[src/include/rlm_map.vh]
`ifndef RLM_MAP_VH
`define RLM_MAP_VH
// Job codes carried in byte 2 of a job telegram
`define RLM_JOB_WRITE 8'h01
`define RLM_JOB_READ 8'h02
`define RLM_JOB_POLL 8'h03
`define RLM_JOB_COLD 8'h10
`define RLM_JOB_WARM 8'h11
`define RLM_JOB_NORM 8'h12
`define RLM_JOB_CLOCK 8'h13
// Response status codes
`define RLM_RSP_OK 8'h00
`define RLM_RSP_EMPTY 8'h01
// Addressing
`define RLM_MASTER_NODE 8'h00
`define RLM_MAX_SLAVE 8'hfe
`define RLM_BROADCAST 8'hff
`define RLM_NET_ZERO 8'h00
// Data set limits
`define RLM_MAX_WORDS 5'd16
`define RLM_MIN_WORDS 5'd2
// Framing
`define RLM_BREAK_CHAR 8'h00
`define RLM_CRC_INIT 16'hffff
`define RLM_CRC_POLY 16'ha001
// Timing, base unit is one clock at 200 MHz
`define RLM_CLK_MHZ 200
`define RLM_BIT_NS 104167
`define RLM_BIT_CYC ((`RLM_BIT_NS * `RLM_CLK_MHZ) / 1000)
`define RLM_BCAST_REPEAT 3'd3
`endif

[src/hw/rlm_master.v]
`timescale 1ns/100ps
`default_nettype none
`include "rlm_map.vh"
////////////////////////////////////////////////////////////////////////////////
module rlm_master (
   // Clock and reset
   input wire i_clk,
   input wire i_rst,
   // Initialization
   input wire i_init,
   input wire i_variant_plus,
   input wire [15:0] i_gap_bits,
   input wire [15:0] i_timeout_bytes,
   // Job order
   input wire i_job_valid,
   output wire o_job_ready,
   input wire [7:0] i_job_code,
   input wire [7:0] i_station_number,
   input wire [7:0] i_data_set_number,
   input wire [4:0] i_word_count,
   input wire [31:0] i_clock_value,
   // Write data words
   input wire i_wdata_valid,
   output wire o_wdata_ready,
   input wire [15:0] i_wdata,
   // Read data words
   output wire o_rdata_valid,
   input wire i_rdata_ready,
   output wire [15:0] o_rdata,
   // Completion
   output reg o_done_ff,
   output reg [7:0] o_status_ff,
   output reg o_error_ff,
   output reg o_normalized_ff,
   // Byte link to modem
   output reg o_tx_valid_ff,
   input wire i_tx_ready,
   output reg [7:0] o_tx_byte_ff,
   output reg o_tx_gap_ff,
   input wire i_rx_valid,
   input wire [7:0] i_rx_byte,
   input wire i_rx_break
);
   localparam S_IDLE = 4'd0;
   localparam S_HDR = 4'd1;
   localparam S_DATA = 4'd2;
   localparam S_SUM = 4'd3;
   localparam S_GAP = 4'd4;
   localparam S_RX = 4'd5;
   localparam S_CHECK = 4'd6;
   localparam S_DONE = 4'd7;
   localparam S_REFUSE = 4'd8;

   reg [3:0] state_ff;
   reg plus_ff;
   reg [15:0] gap_ff;
   reg [15:0] tmo_ff;
   reg [7:0] code_ff;
   reg [7:0] node_ff;
   reg [7:0] dsn_ff;
   reg [4:0] cnt_ff;
   reg [31:0] clk_val_ff;
   reg [5:0] idx_ff;
   reg [5:0] hdr_len_ff;
   reg [15:0] sum_ff;
   reg [2:0] rep_ff;
   reg [31:0] wait_ff;
   reg [7:0] rx_buf_ff [0:39];
   reg [5:0] rx_len_ff;
   reg [5:0] rx_pos_ff;
   reg hi_ff;
   reg [7:0] lo_ff;
   reg push_ff;
   reg [15:0] push_word_ff;
   reg wtake_ff;
   wire fifo_in_ready;
   wire data_job;
   wire sys_job;
   wire order_bad;
   wire last_hdr;
   reg [7:0] hdr_byte;

   ////////////////////////////////////////////////////////////////////////////
   // Checksum step, either XOR or reflected CRC16
   function [15:0] sum_step;
      input plus;
      input [15:0] acc;
      input [7:0] b;
      integer k;
      reg [15:0] c;
      begin
         c = acc ^ {8'h00, b};
         for (k = 0; k < 8; k = k + 1) begin
            c = c[0] ? ((c >> 1) ^ `RLM_CRC_POLY) : (c >> 1);
         end
         sum_step = plus ? c : {8'h00, acc[7:0] ^ b};
      end
   endfunction

   function [15:0] sum_init;
      input plus;
      begin
         sum_init = plus ? `RLM_CRC_INIT : 16'h0000;
      end
   endfunction

   ////////////////////////////////////////////////////////////////////////////
   // Order classification
   assign data_job = (i_job_code == `RLM_JOB_WRITE) || (i_job_code == `RLM_JOB_READ) ||
                     (i_job_code == `RLM_JOB_POLL);
   assign sys_job = (i_job_code == `RLM_JOB_COLD) || (i_job_code == `RLM_JOB_WARM) ||
                    (i_job_code == `RLM_JOB_NORM) || (i_job_code == `RLM_JOB_CLOCK);
   // Refused before anything hits the line
   assign order_bad = !(data_job || sys_job) ||
                      (i_station_number == `RLM_MASTER_NODE) ||
                      (data_job && i_station_number == `RLM_BROADCAST) ||
                      (data_job && !o_normalized_ff) ||
                      (data_job && i_job_code != `RLM_JOB_POLL &&
                       (i_word_count > `RLM_MAX_WORDS || i_word_count < `RLM_MIN_WORDS || i_word_count[0]));
   assign o_job_ready = (state_ff == S_IDLE);
   assign o_wdata_ready = (state_ff == S_DATA) && hi_ff && i_tx_ready && !o_tx_valid_ff && !wtake_ff;
   assign last_hdr = (idx_ff == hdr_len_ff - 6'd1);

   // Header: net, station, code, data set number, word count, then clock bytes for clock jobs only
   always @* begin
      case (idx_ff)
         6'd0: hdr_byte = `RLM_NET_ZERO;
         6'd1: hdr_byte = node_ff;
         6'd2: hdr_byte = code_ff;
         6'd3: hdr_byte = dsn_ff;
         6'd4: hdr_byte = {3'b000, cnt_ff};
         6'd5: hdr_byte = clk_val_ff[31:24];
         6'd6: hdr_byte = clk_val_ff[23:16];
         6'd7: hdr_byte = clk_val_ff[15:8];
         6'd8: hdr_byte = clk_val_ff[7:0];
         default: hdr_byte = 8'h00;
      endcase
   end

   ////////////////////////////////////////////////////////////////////////////
   // Read words go through a FIFO so the user may stall
   rlm_fifo #(.WIDTH(16), .DEPTH(8), .AW(3)) u_rfifo (
      .i_clk(i_clk),
      .i_rst(i_rst),
      .i_in_valid(push_ff),
      .o_in_ready(fifo_in_ready),
      .i_in_data(push_word_ff),
      .o_out_valid(o_rdata_valid),
      .i_out_ready(i_rdata_ready),
      .o_out_data(o_rdata)
   );

   always @(posedge i_clk) begin
      if (state_ff == S_RX && i_rx_valid && !i_rx_break && rx_len_ff < 6'd40) begin
         rx_buf_ff[rx_len_ff] <= i_rx_byte;
      end
   end

   ////////////////////////////////////////////////////////////////////////////
   always @(posedge i_clk or posedge i_rst) begin
      if (i_rst) begin
         state_ff <= S_IDLE;
         plus_ff <= 1'b0;
         gap_ff <= 16'h0;
         tmo_ff <= 16'h0;
         code_ff <= 8'h00;
         node_ff <= 8'h00;
         dsn_ff <= 8'h00;
         cnt_ff <= 5'h0;
         clk_val_ff <= 32'h0;
         idx_ff <= 6'h0;
         hdr_len_ff <= 6'h0;
         sum_ff <= 16'h0;
         rep_ff <= 3'h0;
         wait_ff <= 32'h0;
         rx_len_ff <= 6'h0;
         rx_pos_ff <= 6'h0;
         hi_ff <= 1'b1;
         lo_ff <= 8'h00;
         push_ff <= 1'b0;
         push_word_ff <= 16'h0;
         wtake_ff <= 1'b0;
         o_done_ff <= 1'b0;
         o_status_ff <= 8'h00;
         o_error_ff <= 1'b0;
         o_normalized_ff <= 1'b0;
         o_tx_valid_ff <= 1'b0;
         o_tx_byte_ff <= 8'h00;
         o_tx_gap_ff <= 1'b0;
      end else begin
         o_done_ff <= 1'b0;
         push_ff <= 1'b0;
         wtake_ff <= 1'b0;
         if (o_tx_valid_ff && i_tx_ready) begin
            o_tx_valid_ff <= 1'b0;
         end
         if (i_init && state_ff == S_IDLE) begin
            plus_ff <= i_variant_plus;
            gap_ff <= i_gap_bits;
            tmo_ff <= i_timeout_bytes;
            o_normalized_ff <= 1'b0;
         end
         case (state_ff)
            S_IDLE: begin
               if (i_job_valid && !i_init) begin
                  if (order_bad) begin
                     state_ff <= S_REFUSE;
                  end else begin
                     code_ff <= i_job_code;
                     node_ff <= i_station_number;
                     dsn_ff <= i_data_set_number;
                     cnt_ff <= (i_job_code == `RLM_JOB_POLL) ? 5'd0 : i_word_count;
                     clk_val_ff <= i_clock_value;
                     hdr_len_ff <= (i_job_code == `RLM_JOB_CLOCK) ? 6'd9 : 6'd5;
                     rep_ff <= (i_station_number == `RLM_BROADCAST) ? `RLM_BCAST_REPEAT : 3'd1;
                     if (i_job_code == `RLM_JOB_COLD || i_job_code == `RLM_JOB_WARM) begin
                        o_normalized_ff <= 1'b0;
                     end
                     idx_ff <= 6'd0;
                     sum_ff <= sum_init(plus_ff);
                     o_tx_gap_ff <= 1'b0;
                     state_ff <= S_HDR;
                     if (!plus_ff) begin
                        o_tx_byte_ff <= `RLM_BREAK_CHAR;
                        o_tx_gap_ff <= 1'b1;
                        o_tx_valid_ff <= 1'b1;
                     end
                  end
               end
            end
            S_HDR: begin
               if (!o_tx_valid_ff) begin
                  o_tx_gap_ff <= 1'b0;
                  o_tx_byte_ff <= hdr_byte;
                  o_tx_valid_ff <= 1'b1;
                  sum_ff <= sum_step(plus_ff, sum_ff, hdr_byte);
                  idx_ff <= idx_ff + 6'd1;
                  hi_ff <= 1'b1;
                  if (last_hdr) begin
                     idx_ff <= 6'd0;
                     state_ff <= (code_ff == `RLM_JOB_WRITE) ? S_DATA : S_SUM;
                  end
               end
            end
            S_DATA: begin
               if (!o_tx_valid_ff && !wtake_ff) begin
                  if (hi_ff && i_wdata_valid && i_tx_ready) begin
                     o_tx_byte_ff <= i_wdata[15:8];
                     lo_ff <= i_wdata[7:0];
                     o_tx_valid_ff <= 1'b1;
                     wtake_ff <= 1'b1;
                     sum_ff <= sum_step(plus_ff, sum_ff, i_wdata[15:8]);
                     hi_ff <= 1'b0;
                  end else if (!hi_ff) begin
                     o_tx_byte_ff <= lo_ff;
                     o_tx_valid_ff <= 1'b1;
                     sum_ff <= sum_step(plus_ff, sum_ff, lo_ff);
                     hi_ff <= 1'b1;
                     idx_ff <= idx_ff + 6'd1;
                     if (idx_ff[4:0] == cnt_ff - 5'd1) begin
                        idx_ff <= 6'd0;
                        state_ff <= S_SUM;
                     end
                  end
               end
            end
            S_SUM: begin
               if (!o_tx_valid_ff) begin
                  o_tx_valid_ff <= 1'b1;
                  if (plus_ff && idx_ff == 6'd0) begin
                     o_tx_byte_ff <= sum_ff[15:8];
                     idx_ff <= 6'd1;
                  end else begin
                     o_tx_byte_ff <= sum_ff[7:0];
                     idx_ff <= 6'd0;
                     wait_ff <= 32'h00000000;
                     state_ff <= S_GAP;
                  end
               end
            end
            S_GAP: begin
               // Plus variant holds the line idle to close the telegram
               if (!o_tx_valid_ff) begin
                  wait_ff <= wait_ff + 32'd1;
                  if (!plus_ff || wait_ff >= gap_ff * `RLM_BIT_CYC) begin
                     wait_ff <= 32'h00000000;
                     rx_len_ff <= 6'd0;
                     if (node_ff == `RLM_BROADCAST) begin
                        rep_ff <= rep_ff - 3'd1;
                        if (rep_ff == 3'd1) begin
                           o_status_ff <= `RLM_RSP_OK;
                           o_error_ff <= 1'b0;
                           state_ff <= S_DONE;
                        end else begin
                           sum_ff <= sum_init(plus_ff);
                           state_ff <= S_HDR;
                           if (!plus_ff) begin
                              o_tx_byte_ff <= `RLM_BREAK_CHAR;
                              o_tx_gap_ff <= 1'b1;
                              o_tx_valid_ff <= 1'b1;
                           end
                        end
                     end else begin
                        state_ff <= S_RX;
                     end
                  end
               end
            end
            S_RX: begin
               wait_ff <= wait_ff + 32'd1;
               if (i_rx_valid && !i_rx_break && rx_len_ff < 6'd40) begin
                  rx_len_ff <= rx_len_ff + 6'd1;
                  wait_ff <= 32'h00000000;
               end
               // Basic ends on the announced length, plus on an idle gap
               if ((i_rx_break && rx_len_ff != 6'd0) ||
                   (!plus_ff && rx_len_ff > 6'd5 && rx_len_ff == 6'd6 + {rx_buf_ff[4][4:0], 1'b0}) ||
                   (plus_ff && rx_len_ff != 6'd0 && wait_ff >= gap_ff * `RLM_BIT_CYC)) begin
                  sum_ff <= sum_init(plus_ff);
                  rx_pos_ff <= 6'd0;
                  state_ff <= S_CHECK;
               end else if (wait_ff >= tmo_ff * `RLM_BIT_CYC * 10) begin
                  o_status_ff <= 8'hff;
                  o_error_ff <= 1'b1;
                  state_ff <= S_DONE;
               end
            end
            S_CHECK: begin
               if (rx_pos_ff < rx_len_ff) begin
                  sum_ff <= sum_step(plus_ff, sum_ff, rx_buf_ff[rx_pos_ff]);
                  rx_pos_ff <= rx_pos_ff + 6'd1;
               end else if ((plus_ff && sum_ff != 16'h0000) || (!plus_ff && sum_ff[7:0] != 8'h00) ||
                            rx_len_ff < 6'd6 || rx_buf_ff[1] != node_ff) begin
                  // Bad answer dropped, keep listening until timeout
                  rx_len_ff <= 6'd0;
                  state_ff <= S_RX;
               end else if (push_ff || !fifo_in_ready) begin
                  state_ff <= S_CHECK;
               end else if (idx_ff[4:0] < rx_buf_ff[4][4:0] &&
                            rx_buf_ff[4][4:0] <= `RLM_MAX_WORDS) begin
                  push_word_ff <= {rx_buf_ff[6'd5 + {idx_ff[4:0], 1'b0}],
                                   rx_buf_ff[6'd6 + {idx_ff[4:0], 1'b0}]};
                  push_ff <= 1'b1;
                  idx_ff <= idx_ff + 6'd1;
               end else begin
                  o_status_ff <= rx_buf_ff[3];
                  o_error_ff <= 1'b0;
                  if (code_ff == `RLM_JOB_NORM) begin
                     o_normalized_ff <= 1'b1;
                  end
                  idx_ff <= 6'd0;
                  state_ff <= S_DONE;
               end
            end
            S_DONE: begin
               if (code_ff == `RLM_JOB_NORM && node_ff == `RLM_BROADCAST) begin
                  o_normalized_ff <= 1'b1;
               end
               o_done_ff <= 1'b1;
               state_ff <= S_IDLE;
            end
            S_REFUSE: begin
               o_status_ff <= 8'hfe;
               o_error_ff <= 1'b1;
               o_done_ff <= 1'b1;
               state_ff <= S_IDLE;
            end
            default: begin
               state_ff <= S_IDLE;
            end
         endcase
      end
   end
endmodule // rlm_master
`default_nettype wire

[src/hw/rlm_fifo.v]
`timescale 1ns/100ps
`default_nettype none
module rlm_fifo #(
   parameter WIDTH = 8,
   parameter DEPTH = 8,
   parameter AW = 3
) (
   // Clock and reset
   input wire i_clk,
   input wire i_rst,
   // Fill side
   input wire i_in_valid,
   output wire o_in_ready,
   input wire [WIDTH-1:0] i_in_data,
   // Drain side
   output wire o_out_valid,
   input wire i_out_ready,
   output reg [WIDTH-1:0] o_out_data
);
   reg [WIDTH-1:0] mem_ff [0:DEPTH-1];
   reg [AW-1:0] wr_ff;
   reg [AW-1:0] rd_ff;
   reg [AW:0] cnt_ff;
   reg out_ok_ff;
   wire push;
   wire pop;
   wire load;
   assign o_in_ready = (cnt_ff != DEPTH[AW:0]);
   assign push = i_in_valid && o_in_ready;
   assign o_out_valid = out_ok_ff;
   assign pop = out_ok_ff && i_out_ready;
   // Output register refills when empty or being taken
   assign load = (cnt_ff != {(AW+1){1'b0}}) && (!out_ok_ff || pop);
   always @(posedge i_clk) begin
      if (push) begin
         mem_ff[wr_ff] <= i_in_data;
      end
   end
   always @(posedge i_clk or posedge i_rst) begin
      if (i_rst) begin
         wr_ff <= {AW{1'b0}};
         rd_ff <= {AW{1'b0}};
         cnt_ff <= {(AW+1){1'b0}};
         out_ok_ff <= 1'b0;
         o_out_data <= {WIDTH{1'b0}};
      end else begin
         if (push) begin
            wr_ff <= wr_ff + 1'b1;
         end
         if (load) begin
            o_out_data <= mem_ff[rd_ff];
            rd_ff <= rd_ff + 1'b1;
         end
         if (load) begin
            out_ok_ff <= 1'b1;
         end else if (pop) begin
            out_ok_ff <= 1'b0;
         end
         cnt_ff <= cnt_ff + {{AW{1'b0}}, push} - {{AW{1'b0}}, load};
      end
   end
endmodule // rlm_fifo
`default_nettype wire

[config.mk]
export PLATFORM = sky130hd
export DESIGN_NAME = rlm_master
export DESIGN_NICKNAME = d
export VERILOG_FILES = /design/src/hw/rlm_master.v /design/src/hw/rlm_fifo.v
export VERILOG_INCLUDE_DIRS = /design/src /design/src/include
export SDC_FILE = /design/constraint.sdc
export NUM_CORES = 2
export LEC_CHECK = 0
export BUFFER_PORTS_ARGS = -buffer_cell sky130_fd_sc_hd__buf_2
export CORE_MARGIN = 2
export CORE_UTILIZATION = 40
export CTS_CLUSTER_SIZE = 30
export DETAILED_ROUTE_END_ITERATION = 12
export GPL_TIMING_DRIVEN = 1
export SKIP_LAST_GASP = 1
export SLEW_MARGIN = 20
export SYNTH_ARGS = -nofsm -noshare
export SYNTH_HDL_FRONTEND = slang
export SYNTH_SLANG_ARGS = --single-unit
export TNS_END_PERCENT = 30
[constraint.sdc]
create_clock -name i_clk -period 10.9 [get_ports i_clk]
set_input_delay 0.545 -clock i_clk [delete_from_list [all_inputs] [get_ports i_clk]]
set_output_delay 0.545 -clock i_clk [all_outputs]
set_load 0.01 [all_outputs]
==> impl_metrics.ini <==
[yosys]
synth_area_per_cell_um2 = 12.6
syn-num-nets = 4007
yosys.cell_types.count = 86
syn_inst = 3415
yosysSeqAreaShare_pct = 45.5
synth_flop_cell = edfxtp_1
synth_seq_cells = 693
yosysWarnings = 0
syn_area_um2 = 43000
async_reset_ff_share_pct = 35.4
synth-edff-count = 448

[floorplan]
num_io_pins = 167
die_height_um = 332
fp-row-count = 120
coreArea_um2 = 107000
die_width_um = 332
initial_core_util_pct = 40.2
die-area_um2 = 110000

[flow_run]
drv_cap = 0

[sta]
finalCriticalPeriod_ns = 9.11
drv_slew = 0
final_hold_viol_count = 0
setup-tns-final_ns = 0
finalCritPeriodShare_pct = 83.5
setup_viol = 0
fin_worst_skew_ns = 0.0393
tightestPinTransition_ns = 1.15
rsz0062_at_grt = no
relSlewSlack_pct = 23.4
fmax_mhz = 110

[clock_network]
clkSinkCount = 693
cts_tree = yes
cts_max_level = 3
post_cts_buffers = 0
clock_latency_ns = 0.65
cts_hold_buf = 1
clkSlewWorstSetupHoldPaths_ns = 0.06
ctsResizeCount = 0
cts-buffers-inserted = 79
cts-root-buf = clkbuf_16
cts_buffer_depth = 3

[route]
wl_um = 115000
drc_errors = 0
route.vias.total = 28700
avgViaCountPerCell = 5.70
detail-route-antenna-nets = 0
wl_per_cell_um = 22.8
dr.pass1.iters = 5
drt-initial-drc-count = 2791

[critical_path]
worst_ep_required_time_ns = 11.48
critPathMaxStageDelay_ns = 0.54
crit_arrival_ns = 9.69
cpMostUsedCell = ha_1
end_kind = flop
slowest_stage = nor2b_1
critPathMaxFanout = 9
path_class = reg -> reg
reg2reg_setup_slack_ns = 1.79
cp-start-kind = flop

[layout]
drive_gt1_share_pct = 18.1
final_cell_mix = 448 x edfxtp_1, 376 x ha_1, 238 x dfrtp_1
final_common_cell = edfxtp_1
syn2layout_area_growth_pct = 11.8
num-nets-final = 4146

[grt]
grt-ovfl-total = 0
grt_first_pass_wirelength_um = 178000
antenna_found_initial = 4
grt_max_degree = 153
grt_pass1_vias = 29000
grt_usage_pct = 20.9

[outcome]
status = complete, no violations

[placement]
hpwlAfterDp_um = 83300
routabilityCongestion = 0.920
io_buffers = 166

[min_path]
hold_class = in -> reg
## state kept, by name (all words and copies together) (netlist names), 16 cells and up
name,cells
clk_val_ff,32
push_word_ff,16
sum_ff,16
tmo_ff,16
u_rfifo.mem_ff,128
rx_buf_ff,320
wait_ff,32
gap_ff,16
u_rfifo.o_out_data,16
## area by class of cell
class	instances	area, µm²
Inverter	235	890
Clock inverter	41	504
Sequential cell	693	19600
Multi-Input combinational cell	2342	22000
Clock buffer	106	2200
Timing Repair Buffer	203	1140
Fill cell	9770	58800
Antenna cell	1	2.50
Tap cell	1403	1760
## Yosys cell counts (all sizes together) (64+ instances only)
cell type | n | share of area [%]
a21oi | 137 | 1.6
clkbuf | 103 | 0.90
dfrtp | 244 | 14
edfxtp | 448 | 31
fa | 88 | 4.1
ha | 377 | 11
inv | 234 | 2.0
mux2 | 98 | 2.6
mux2i | 64 | 1.5
mux4 | 204 | 11
nand2 | 226 | 2.0
nand3 | 70 | 0.81
nor2 | 195 | 1.7
o21ai | 171 | 2.0
xnor2 | 131 | 2.7
xor2 | 81 | 1.7
## worst max-delay path, delay by kind of cell (launching register included)
kind | cells | cell delay, ns
adder cells (fa/ha/maj) | 10 | 3.37
AO/OA/AOI/OAI | 13 | 3.08
AND/OR/NAND/NOR | 8 | 1.47
flip-flops | 1 | 0.46
XOR/XNOR | 3 | 0.43
buffers and inverters | 1 | 0.21
## worst paths after layout
path                                  from               to  cells after the start
max                              tmo_ff[1]   o_status_ff[1]                     35
max reg2reg                      tmo_ff[1]   o_status_ff[1]                     35
max in group asynchronous            i_rst        idx_ff[0]                      5
min                             i_wdata[1]         lo_ff[1]                      3
min reg2reg                o_tx_byte_ff[6]  o_tx_byte_ff[6]                      2
min in group asynchronous            i_rst        tmo_ff[3]                      3
## per-stage QoR
| stage | instances | instance area, µm² | hold WS [ns] | setup WS (ns) | util [%] |
|---|---|---|---|---|---|
| after floorplan | 3415 | 43000 | 0.466 | 2.94 | - |
| after global placement | 4874 | 45300 | 0.464 | 2.04 | 42.4 |
| after detailed placement | 4874 | 45300 | 0.481 | 1.83 | 42.4 |
| after CTS | 5022 | 48000 | 0.0531 | 1.81 | 44.9 |
| after global routing | 5024 | 48100 | 0.0801 | 1.03 | 45.0 |
| final | 5024 | 48100 | 0.0926 | 1.79 | 45.0 |
## cell families (layout without fill, tap and decap cells)
kind of cell / count (synthesis) / in the layout / share of synthesized area (%)
AOI/OAI and AO/OA: 585 / 585 / 8.75
xor gates and xnor gates: 214 / 214 / 4.46
adders and majority gates: 465 / 465 / 15.1
buffers and inverters: 380 / 585 / 3.53
DFF: 693 / 693 / 45.5
muxes: 366 / 366 / 14.9
other: 0 / 1 / 0
and+or+nand+nor: 712 / 712 / 7.76
## metal layers
layer	share of wire (%)	GRT usage (%)
met1	43	29.3
met2	46	33.1
met3	7.8	4.38
met4	2.6	5.59
met5	0.0070	0
Power is left out: the tool's default activity adds up to more than one toggle a clock period on the data nets, which glitch-free logic cannot reach.
